### src/pkg/tsbc_regs.vh
// Offsets, field positions, reset values and sizes of the touch ADC
// status and buffer-control registers.
// Assumes inclusion by bare name from the design files.
//
// Function
// - Pen contact reads on a read-only bit reset to 0, and a second bit reset to 1 reads 0 while the converter is busy.
// - A summary new-result flag is set when results exist and clears only when every pending result has been read.
// - X, Y, first and second pressure each have a new-result flag that clears only when its own result is read.
// - A second status register holds new-result flags for two auxiliary inputs, battery and two temperatures.
// - All new-result flags carry no meaning while buffer mode is enabled.
// - With the buffer enable bit at 0 the read, write and trigger pointers stay at their defaults.
// - The mode select bit picks continuous conversion at 0 and single-shot at 1.
// - A three-bit trigger level sets the threshold at 8 times the code plus eight results.
// - A read-only full flag reset to 0 reads 1 when 64 unread results sit in the buffer.
// - A read-only empty flag reset to 1 reads 1 whenever no unread result is in the buffer.
`ifndef TSBC_REGS_VH
`define TSBC_REGS_VH

// ****************************************
// Register offsets
// ****************************************
`define TSBC_OFS_TOUCH_STATUS 8'h09
`define TSBC_OFS_AUX_STATUS 8'h0A
`define TSBC_OFS_RESERVED_A 8'h0B
`define TSBC_OFS_RESERVED_B 8'h0C
`define TSBC_OFS_BUFFER_CONTROL 8'h0D

// ****************************************
// Field positions
// ****************************************
`define TSBC_TS_PEN 7
`define TSBC_TS_IDLE 6
`define TSBC_TS_ANY 5
`define TSBC_TS_RSVD 4
`define TSBC_AUX_RSVD_HI 4
`define TSBC_AUX_RSVD_LO 2
`define TSBC_BC_ENABLE 7
`define TSBC_BC_SINGLE 6
`define TSBC_BC_LEVEL_HI 5
`define TSBC_BC_LEVEL_LO 3
`define TSBC_BC_RSVD 2
`define TSBC_BC_FULL 1
`define TSBC_BC_EMPTY 0

// ****************************************
// Measurement indices of the new-result flags
// ****************************************
`define TSBC_M_X 0
`define TSBC_M_Y 1
`define TSBC_M_P1 2
`define TSBC_M_P2 3
`define TSBC_M_AUXILIARY_INPUT_ONE 4
`define TSBC_M_AUXILIARY_INPUT_TWO 5
`define TSBC_M_BAT 6
`define TSBC_M_TEMPERATURE_ONE 7
`define TSBC_M_TEMPERATURE_TWO 8
`define TSBC_NUM_MEAS 9

// ****************************************
// Reset values and sizes
// ****************************************
`define TSBC_RST_RESERVED 8'h00
`define TSBC_RST_TS_RSVD 1'h0
`define TSBC_RST_AUX_RSVD 3'h0
`define TSBC_RST_BC_CTRL 5'h00
`define TSBC_BUF_DEPTH 64
`define TSBC_TRIG_STEP 8

`endif

### src/logic/tsbc_flag.v
// One sticky new-result flag.
// Assumes set and clear are one-cycle pulses on core_clk.
`default_nettype none

module tsbc_flag (
    input wire core_clk,
    input wire srst,
    input wire set_pulse,
    input wire clear_pulse,
    output reg flag_reg
);

    // Set beats a clear in the same cycle so no result goes unseen
    always @(posedge core_clk) begin
        if (srst) begin
            flag_reg <= 1'b0;
        end else if (set_pulse) begin
            flag_reg <= 1'b1;
        end else if (clear_pulse) begin
            flag_reg <= 1'b0;
        end
    end

endmodule

`default_nettype wire

### src/logic/tsbc_top.v
// Status and buffer-control registers of the touch-screen SAR ADC.
// Assumes the serial control port delivers one-cycle read and write
// strobes with an 8-bit register address, and that the conversion
// engine and result registers give one-cycle done and read pulses.
`include "tsbc_regs.vh"
`default_nettype none

module tsbc_top #(
    parameter DEPTH = `TSBC_BUF_DEPTH,
    parameter PTR_W = 6
) (
    input wire core_clk,
    input wire srst,
    input wire [7:0] reg_addr,
    input wire reg_wr,
    input wire [7:0] reg_wdata,
    input wire reg_rd,
    output reg [7:0] reg_rdata,
    input wire pen_touch,
    input wire conv_busy,
    input wire [`TSBC_NUM_MEAS-1:0] conv_done,
    input wire [`TSBC_NUM_MEAS-1:0] result_read,
    input wire buf_push,
    input wire buf_pop,
    output reg buffer_enable,
    output reg buffer_single_shot,
    output reg [2:0] trigger_level,
    output reg [PTR_W-1:0] buffer_read_pointer,
    output reg [PTR_W-1:0] buffer_write_pointer,
    output reg [PTR_W:0] buffer_trigger_pointer,
    output reg buffer_trigger_hit,
    output reg buffer_accept
);

    // ****************************************
    // Per-measurement new-result flags
    // ****************************************
    wire [`TSBC_NUM_MEAS-1:0] new_flag;

    genvar gi;
    generate
        for (gi = 0; gi < `TSBC_NUM_MEAS; gi = gi + 1) begin : g_flag
            tsbc_flag u_flag (
                .core_clk(core_clk),
                .srst(srst),
                .set_pulse(conv_done[gi]),
                .clear_pulse(result_read[gi]),
                .flag_reg(new_flag[gi])
            );
        end
    endgenerate

    // Summary drops only once every pending result is read
    wire any_new = |new_flag;

    // ****************************************
    // Registered status sources and writable bits
    // ****************************************
    reg pen_reg;
    reg idle_reg;
    reg ts_rsvd_reg;
    reg [2:0] aux_rsvd_reg;
    reg [7:0] reserved_a_reg;
    reg [7:0] reserved_b_reg;
    reg bc_rsvd_reg;
    reg [PTR_W:0] count_reg;
    reg full_reg;
    reg empty_reg;

    wire wr_ts = reg_wr && (reg_addr == `TSBC_OFS_TOUCH_STATUS);
    wire wr_aux = reg_wr && (reg_addr == `TSBC_OFS_AUX_STATUS);
    wire wr_bc = reg_wr && (reg_addr == `TSBC_OFS_BUFFER_CONTROL);

    always @(posedge core_clk) begin
        if (srst) begin
            pen_reg <= 1'b0;
            idle_reg <= 1'b1;
        end else begin
            pen_reg <= pen_touch;
            idle_reg <= ~conv_busy;
        end
    end

    // Only reserved and control bits take writes; status bits ignore them
    always @(posedge core_clk) begin
        if (srst) begin
            ts_rsvd_reg <= `TSBC_RST_TS_RSVD;
            aux_rsvd_reg <= `TSBC_RST_AUX_RSVD;
            reserved_a_reg <= `TSBC_RST_RESERVED;
            reserved_b_reg <= `TSBC_RST_RESERVED;
            buffer_enable <= 1'b0;
            buffer_single_shot <= 1'b0;
            trigger_level <= 3'h0;
            bc_rsvd_reg <= 1'b0;
        end else if (reg_wr) begin
            if (wr_ts) begin
                ts_rsvd_reg <= reg_wdata[`TSBC_TS_RSVD];
            end
            if (wr_aux) begin
                aux_rsvd_reg <=
                    reg_wdata[`TSBC_AUX_RSVD_HI:`TSBC_AUX_RSVD_LO];
            end
            if (reg_addr == `TSBC_OFS_RESERVED_A) begin
                reserved_a_reg <= reg_wdata;
            end
            if (reg_addr == `TSBC_OFS_RESERVED_B) begin
                reserved_b_reg <= reg_wdata;
            end
            if (wr_bc) begin
                buffer_enable <= reg_wdata[`TSBC_BC_ENABLE];
                buffer_single_shot <= reg_wdata[`TSBC_BC_SINGLE];
                trigger_level <=
                    reg_wdata[`TSBC_BC_LEVEL_HI:`TSBC_BC_LEVEL_LO];
                bc_rsvd_reg <= reg_wdata[`TSBC_BC_RSVD];
            end
        end
    end

    // ****************************************
    // Buffer pointers and occupancy
    // ****************************************
    localparam [PTR_W:0] TRIG_STEP_W = `TSBC_TRIG_STEP;
    wire [PTR_W:0] depth_w = DEPTH[PTR_W:0];
    wire [PTR_W:0] thresh_w =
        {1'b0, trigger_level, 3'h0} + TRIG_STEP_W;
    wire single_stop = buffer_single_shot && buffer_trigger_hit;
    // Mode write lands on this edge; accept must match the next cycle
    wire single_next = wr_bc ? reg_wdata[`TSBC_BC_SINGLE] :
        buffer_single_shot;
    wire do_push = buffer_enable && buf_push && !full_reg && !single_stop;
    wire do_pop = buffer_enable && buf_pop && !empty_reg;
    reg [PTR_W:0] count_next;

    always @* begin
        count_next = count_reg;
        if (do_push && !do_pop) begin
            count_next = count_reg + 1'b1;
        end else if (do_pop && !do_push) begin
            count_next = count_reg - 1'b1;
        end
    end

    // Disable forces pointers home; unread contents are lost
    always @(posedge core_clk) begin
        if (srst || !buffer_enable) begin
            buffer_read_pointer <= {PTR_W{1'b0}};
            buffer_write_pointer <= {PTR_W{1'b0}};
            buffer_trigger_pointer <= {(PTR_W+1){1'b0}};
            count_reg <= {(PTR_W+1){1'b0}};
            full_reg <= 1'b0;
            empty_reg <= 1'b1;
            buffer_trigger_hit <= 1'b0;
            buffer_accept <= 1'b0;
        end else begin
            if (do_push) begin
                buffer_write_pointer <= buffer_write_pointer + 1'b1;
            end
            if (do_pop) begin
                buffer_read_pointer <= buffer_read_pointer + 1'b1;
            end
            buffer_trigger_pointer <= thresh_w;
            count_reg <= count_next;
            full_reg <= (count_next == depth_w);
            empty_reg <= (count_next == {(PTR_W+1){1'b0}});
            buffer_trigger_hit <= (count_next >= thresh_w);
            // Single-shot freezes the fill once the threshold is met
            buffer_accept <= (count_next != depth_w) &&
                !(single_next && (count_next >= thresh_w));
        end
    end

    // ****************************************
    // Read data
    // ****************************************
    // Flags keep running in buffer mode; their values are meaningless then
    always @(posedge core_clk) begin
        if (srst) begin
            reg_rdata <= 8'h00;
        end else if (reg_rd) begin
            case (reg_addr)
                `TSBC_OFS_TOUCH_STATUS: reg_rdata <= {pen_reg, idle_reg,
                    any_new, ts_rsvd_reg, new_flag[`TSBC_M_X],
                    new_flag[`TSBC_M_Y], new_flag[`TSBC_M_P1],
                    new_flag[`TSBC_M_P2]};
                `TSBC_OFS_AUX_STATUS: reg_rdata <= {new_flag[`TSBC_M_AUXILIARY_INPUT_ONE],
                    new_flag[`TSBC_M_AUXILIARY_INPUT_TWO], new_flag[`TSBC_M_BAT],
                    aux_rsvd_reg, new_flag[`TSBC_M_TEMPERATURE_ONE],
                    new_flag[`TSBC_M_TEMPERATURE_TWO]};
                `TSBC_OFS_RESERVED_A: reg_rdata <= reserved_a_reg;
                `TSBC_OFS_RESERVED_B: reg_rdata <= reserved_b_reg;
                `TSBC_OFS_BUFFER_CONTROL: reg_rdata <= {buffer_enable,
                    buffer_single_shot, trigger_level, bc_rsvd_reg,
                    full_reg, empty_reg};
                default: reg_rdata <= 8'h00;
            endcase
        end
    end

endmodule

`default_nettype wire

### config.mk
export PLATFORM = sky130hd
export DESIGN_NAME = tsbc_top
export DESIGN_NICKNAME = d
export VERILOG_FILES = /design/src/logic/tsbc_flag.v /design/src/logic/tsbc_top.v
export VERILOG_INCLUDE_DIRS = /design/src /design/src/pkg
export SDC_FILE = /design/constraint.sdc
export NUM_CORES = 1
export LEC_CHECK = 0
export BUFFER_PORTS_ARGS = -buffer_cell sky130_fd_sc_hd__buf_2
export CORE_UTILIZATION = 58
export CTS_CLUSTER_DIAMETER = 80
export DETAILED_ROUTE_END_ITERATION = 10
export GPL_TIMING_DRIVEN = 0
export PLACE_DENSITY = 0.9
export SLEW_MARGIN = 20
export SYNTH_ARGS = -nofsm -noshare
export SYNTH_HDL_FRONTEND = slang
export SYNTH_SLANG_ARGS = --single-unit
export TNS_END_PERCENT = 10
### constraint.sdc
create_clock -name core_clk -period 6.5 [get_ports core_clk]
set_input_delay 0.65 -clock core_clk [delete_from_list [all_inputs] [get_ports core_clk]]
set_output_delay 0.65 -clock core_clk [all_outputs]
set_load 0.05 [all_outputs]
# --- After elaboration in Yosys (flattened, before gate mapping) ---
# Index checks and enable logic that the tools add are counted.
classes:
  n_eq_ne: 7
  order_cmp: 1
  n_reduce_logical: 37
  mux: 22
  n_addsub: 5
  n_bitwise: 1
ops:
  columns: ["op", "count"]
  rows:
  - ["$eq A8 B4 Y1 const B", 5]
  - ["$pmux W8 S5", 1]
  - ["$mux W1", 19]
  - ["$reduce_bool A2 Y1", 9]
  - ["$mux W7", 2]
  - ["$logic_and A1 B1 Y1", 13]
  - ["$add A6 B1 Y6 const B", 2]
  - ["$reduce_and A2 Y1", 5]
  - ["$reduce_or A9 Y1", 1]
  - ["$add A6 B4 Y7 const B", 1]
  - ["$add A7 B1 Y7 const B", 1]
  - ["$eq A7 B7 Y1 const B", 1]
  - ["$ge A7 B7 Y1", 1]
  - ["$logic_not A1 Y1", 7]
  - ["$logic_not A7 Y1", 1]
  - ["$ne A7 B7 Y1 const B", 1]
  - ["$sub A7 B1 Y7 const B", 1]
  - ["$logic_or A1 B1 Y1", 1]
  - ["$not A1 Y1", 1]
word_totals:
  output_inout_bits: 34
  reg_bits: 75
  in_bits: 42

# --- Longest topological paths before layout ---
depth:
  ltp_word: 11
  ltp_mapped: 13
  depth_no_buf: 13

# --- Cells and area by module ---
# From an unflattened synthesis, not the netlist that was laid out.
unflattened:
  cells_unflattened: 403
  hier_area_um2: 3454.6
modules_own_cells:
  columns: ["module", "area_per_inst_um2", "cells_per_inst", "seq_area_each_um2", "instances"]
  rows:
  - ["tsbc_top", 3105.5, 367, 1261.2, 1]
  - ["tsbc_flag", 38.8, 4, 20.0, 9]

# --- Worst setup path before layout ---
# OpenSTA, ideal clock, no wires.
synth_timing:
  kind: "register to register"
  start: "reg buffer_enable"
  end: "reg buffer_accept"
  stages_incl_launch_ff: 13
  setup_slack_ps: 3873
  setup_time_ps: 60
  arrival_ps: 2568
  required_ps: 6440
  period_less_slack_ps: 2627
  path_cell_list: "dfxtp_1 clkbuf_1 nand4_1 o21ai_0 xnor2_1 inv_1 ha_1 nor2b_1 o21ai_0 nand2b_1 a21oi_1 a21o_1 o311a_1"
synth_between:
  elab_chain_len: 11
synth_lines:
  columns: ["element", "line_no", "rtl"]
  rows:
  - ["from (decl)", "tsbc_top.v:25", "output reg buffer_enable,"]
  - ["from (signal assigned)", "tsbc_top.v:110", "buffer_enable <= reg_wdata[`TSBC_BC_ENABLE];"]
  - ["$logic_and A1 B1 Y1 (3 in series)", "tsbc_top.v:130", "wire do_push = buffer_enable && buf_push && !full_reg && !single_stop;"]
  - ["$logic_not A1 Y1", "tsbc_top.v:138", "end else if (do_pop && !do_push) begin"]
  - ["$logic_and A1 B1 Y1", "tsbc_top.v:138", null]
  - ["$mux W7", "tsbc_top.v:138", null]
  - ["$mux W7 *", "tsbc_top.v:136", "if (do_push && !do_pop) begin"]
  - ["net count_next[4]", "tsbc_top.v:132", "reg [PTR_W:0] count_next;"]
  - ["$ge A7 B7 Y1", "tsbc_top.v:168", "!(single_next && (count_next >= thresh_w));"]
  - ["$logic_and A1 B1 Y1", "tsbc_top.v:168", null]
  - ["$logic_not A1 Y1", "tsbc_top.v:168", null]
  - ["$logic_and A1 B1 Y1 *", "tsbc_top.v:167", "buffer_accept <= (count_next != depth_w) &&"]
  - ["to (signal assigned)", "tsbc_top.v:167", null]
  - ["to (decl)", "tsbc_top.v:32", "output reg buffer_accept"]
# The timed path passes the listed nets; every way through them passes the cells marked *.
# A chain may end at the register's enable or synchronous reset.

# --- Final worst setup path ---
# Same ends and word-level chain as after synthesis.

==> metrics.txt <==
status finished clean; DRT Pass-1 Iters 5; Rows 27; final hold slack 0.461 ns; FFs w/ async S/R, synth 0%; CTS tree yes; ANT cells 0; Slew HR roughly 62%; vias per cell 5.80; CP max stage delay ~0.43 ns; nets 523; die height approximately 78 um; Die ar. 6070 um^2; HP Start reserved_b_reg[3]$_SDFFE_PP0P_; # clock sinks 72; count leader, synth dfxtp_1; post-route setup slack between 3 and 4 ns; vias 3184; number of flip-flops under the largest register name 9; crit path cell chain clkbuf_1 > nand4_1 > nor2_1 > a31oi_1 > xor2_1 > inv_1 > ha_1 > and4_1 > o2111ai_1 > a21o_1 > o311a_1; layout cell share with drive strength beyond 1 23.9%; Fmax 347 MHz; Metal-1 WL roughly 3300 um; syn avg cell area 8.58 um^2; RSZ-0062 raised after global routing false; Post-Syn Area about 3300 um^2; hold path endpoint reserved_b_reg[3]$_SDFFE_PP0P_; Core Area about 5500 um^2; Setup Buffers After CTS 0; Worst VDD drop 0.160 mV; Synth cell types 50; Post-synth EDFFs 0; Final min period 2.88 ns; Port Buf Inserts 70; DRC Markers 0; post-synth top area share between 40% and 50%; Area Growth Syn to Fin 19.2%; CTS buffer count 9; Worst Tran Pin Value 0.562 ns; Power Density 217 nW/um^2; Post-Place Worst Slack 3.56 ns; Placed Area 3790 um^2; final instance area around 4000 um^2; top sig layer met4; Worst-Skew Late Latency 0.35 ns; crit path DAT around 3.1 ns; synth warn 0; cell taking the most area after synthesis dfxtp_1; Gate Count Post-Synth 389; R2R Path End buffer_accept$_SDFF_PP0_; Placer Congestion 0.911; Layout fillers 445; Synth top cells by count dfxtp_1, nor2_1, nand2_1; HPWL after DPL 6190 um; synth top area cells dfxtp_1, nor2_1, a21oi_1; Starting Density 60.3%; crit-path leading delay family simple AND/OR/NAND/NOR gates; met2 wire len 4290 um; RR Startpoint buffer_enable$_SDFFE_PP0P_; clock buffer depth 2; vias in the first global route 2982; setup TNS 0 ns; HP Class reg -> reg; Worst Setup Path Type reg -> reg; startpoint types flop; max-slew violations 0; CTS clock-pin slew for the worst setup and hold paths 0.07 ns; Setup crit end kind flop; sequential share of the synthesized area 43.2%; Crit Path Max Fanout 10; worst clock skew 0.00991 ns; CTS hold repair buffers 0; GRT Total Usage 29.3%; Die X-Extent between 70 and 80 um; Main synth FF type dfxtp_1; flop2flop setup slack 3.62 ns; Final Hold Vio Count 0; first-pass GRT wire length between 10000 and 15000 um; Req. time, crit path slightly below 7 ns; WL met3 568 um; H-tree Lvls 3; worst path bufs/invs 2; DR WL/cell 15.0 um; I/O Pins 76; Detail Route Antenna Nets 0; largest net degree at the start of global routing 14; Worst Reg-to-Reg Cells 11; CP max-delay cell dfxtp_1; PnR Total Power 0.000864 W; total gr overflow 0; Max-Cap Viols 0; crit share post-route 44.3%; initial antenna violation count 0; post-cts sizing count 0; #FFs+latches synth 72; Final Setup Violations 0; routed wire length roughly 8300 um; leakage power about 1.7 nW; Initial DRC Count 212; Clock Tree Root clkbuf_8; hold path cells 2
==> stage by stage <==
step | instances | util [%]
2_1_floorplan | 391 | -
3_3_place_gp | 533 | 68.4
3_5_place_dp | 533 | 68.4
4_1_cts | 549 | 71.9
5_1_grt | 549 | 71.9
6_report | 549 | 71.9
==> metal layers <==
| layer | up-vias | GRT usage (%) |
|---|---|---|
| met5 | - | 0 |
| met3 | 13 | 7.18 |
| li1 | 1531 | - |
| met4 | 0 | 8.87 |
| met2 | 147 | 53.2 |
| met1 | 1493 | 33.6 |
==> cell families after synthesis <==
group	Yosys count	share of synthesized area (%)
muxes	16	5.02
other	1	0.112
and+or+nand+nor	168	25.2
adders and majority gates	9	3.37
xor gates and xnor gates	14	3.67
buffers and inverters	43	5.88
DFF	72	43.2
AOI/OAI and AO/OA	66	13.6
==> cell type report <==
cell class,count,area [um^2],share of cell area (%)
clock inverters,7,70.1,1.76
plain buffers,24,125,3.14
well taps,72,90.1,2.26
clock buffers,9,124,3.11
flip-flops and latches,72,1440,36.2
multi-input cells,276,1710,42.9
repair buffers,70,350,8.80
inverters,19,71.3,1.79
==> power breakdown <==
group	internal [W]	total (W)	leakage, nW	switching [W]
clock network	0.000177	0.000348	0.0994	0.000172
registers	0.000448	0.000453	0.585	0.00000535
logic	0.0000217	0.0000624	1.01	0.0000408
==> layout by cell type, fill, tap and decap left out, types with 7 or more instances in the layout <==
cell type  instances
clkbuf_8           9
dfxtp_1           72
clkbuf_1          12
nor2_1            58
nor3_1             7
a21oi_1           31
inv_1             19
mux2i_1           10
xor2_1             7
ha_1               9
nand3_1           24
xnor2_1            7
buf_2             73
nor2b_1            7
a311oi_1           8
nand2_1           39
==> worst register-to-register path: cells and delay by family, from the launching register on <==
family | cells | cell delay [ns]
adder cells (fa/ha/maj) | 1 | 0.32
buffers and inverters | 2 | 0.53
AO/OA/AOI/OAI | 4 | 0.56
flip-flops | 1 | 0.43
AND/OR/NAND/NOR | 3 | 0.57
XOR/XNOR | 1 | 0.35
==> worst max path at each step <==
stage / start / to / slack [ns] / cells past startpoint
detailed placement: buf_push / buffer_accept$_SDFF_PP0_ / 3.56 / 12
CTS: buffer_enable$_SDFFE_PP0P_ / buffer_accept$_SDFF_PP0_ / 3.65 / 11
floorplan: buffer_enable$_SDFFE_PP0P_ / buffer_accept$_SDFF_PP0_ / 3.87 / 12
finish: buffer_enable$_SDFFE_PP0P_ / buffer_accept$_SDFF_PP0_ / 3.62 / 11
global route: buffer_enable$_SDFFE_PP0P_ / buffer_accept$_SDFF_PP0_ / 3.40 / 11
global placement: buf_push / buffer_accept$_SDFF_PP0_ / 3.60 / 13
Note: power is estimated with default switching activity, not from simulation.
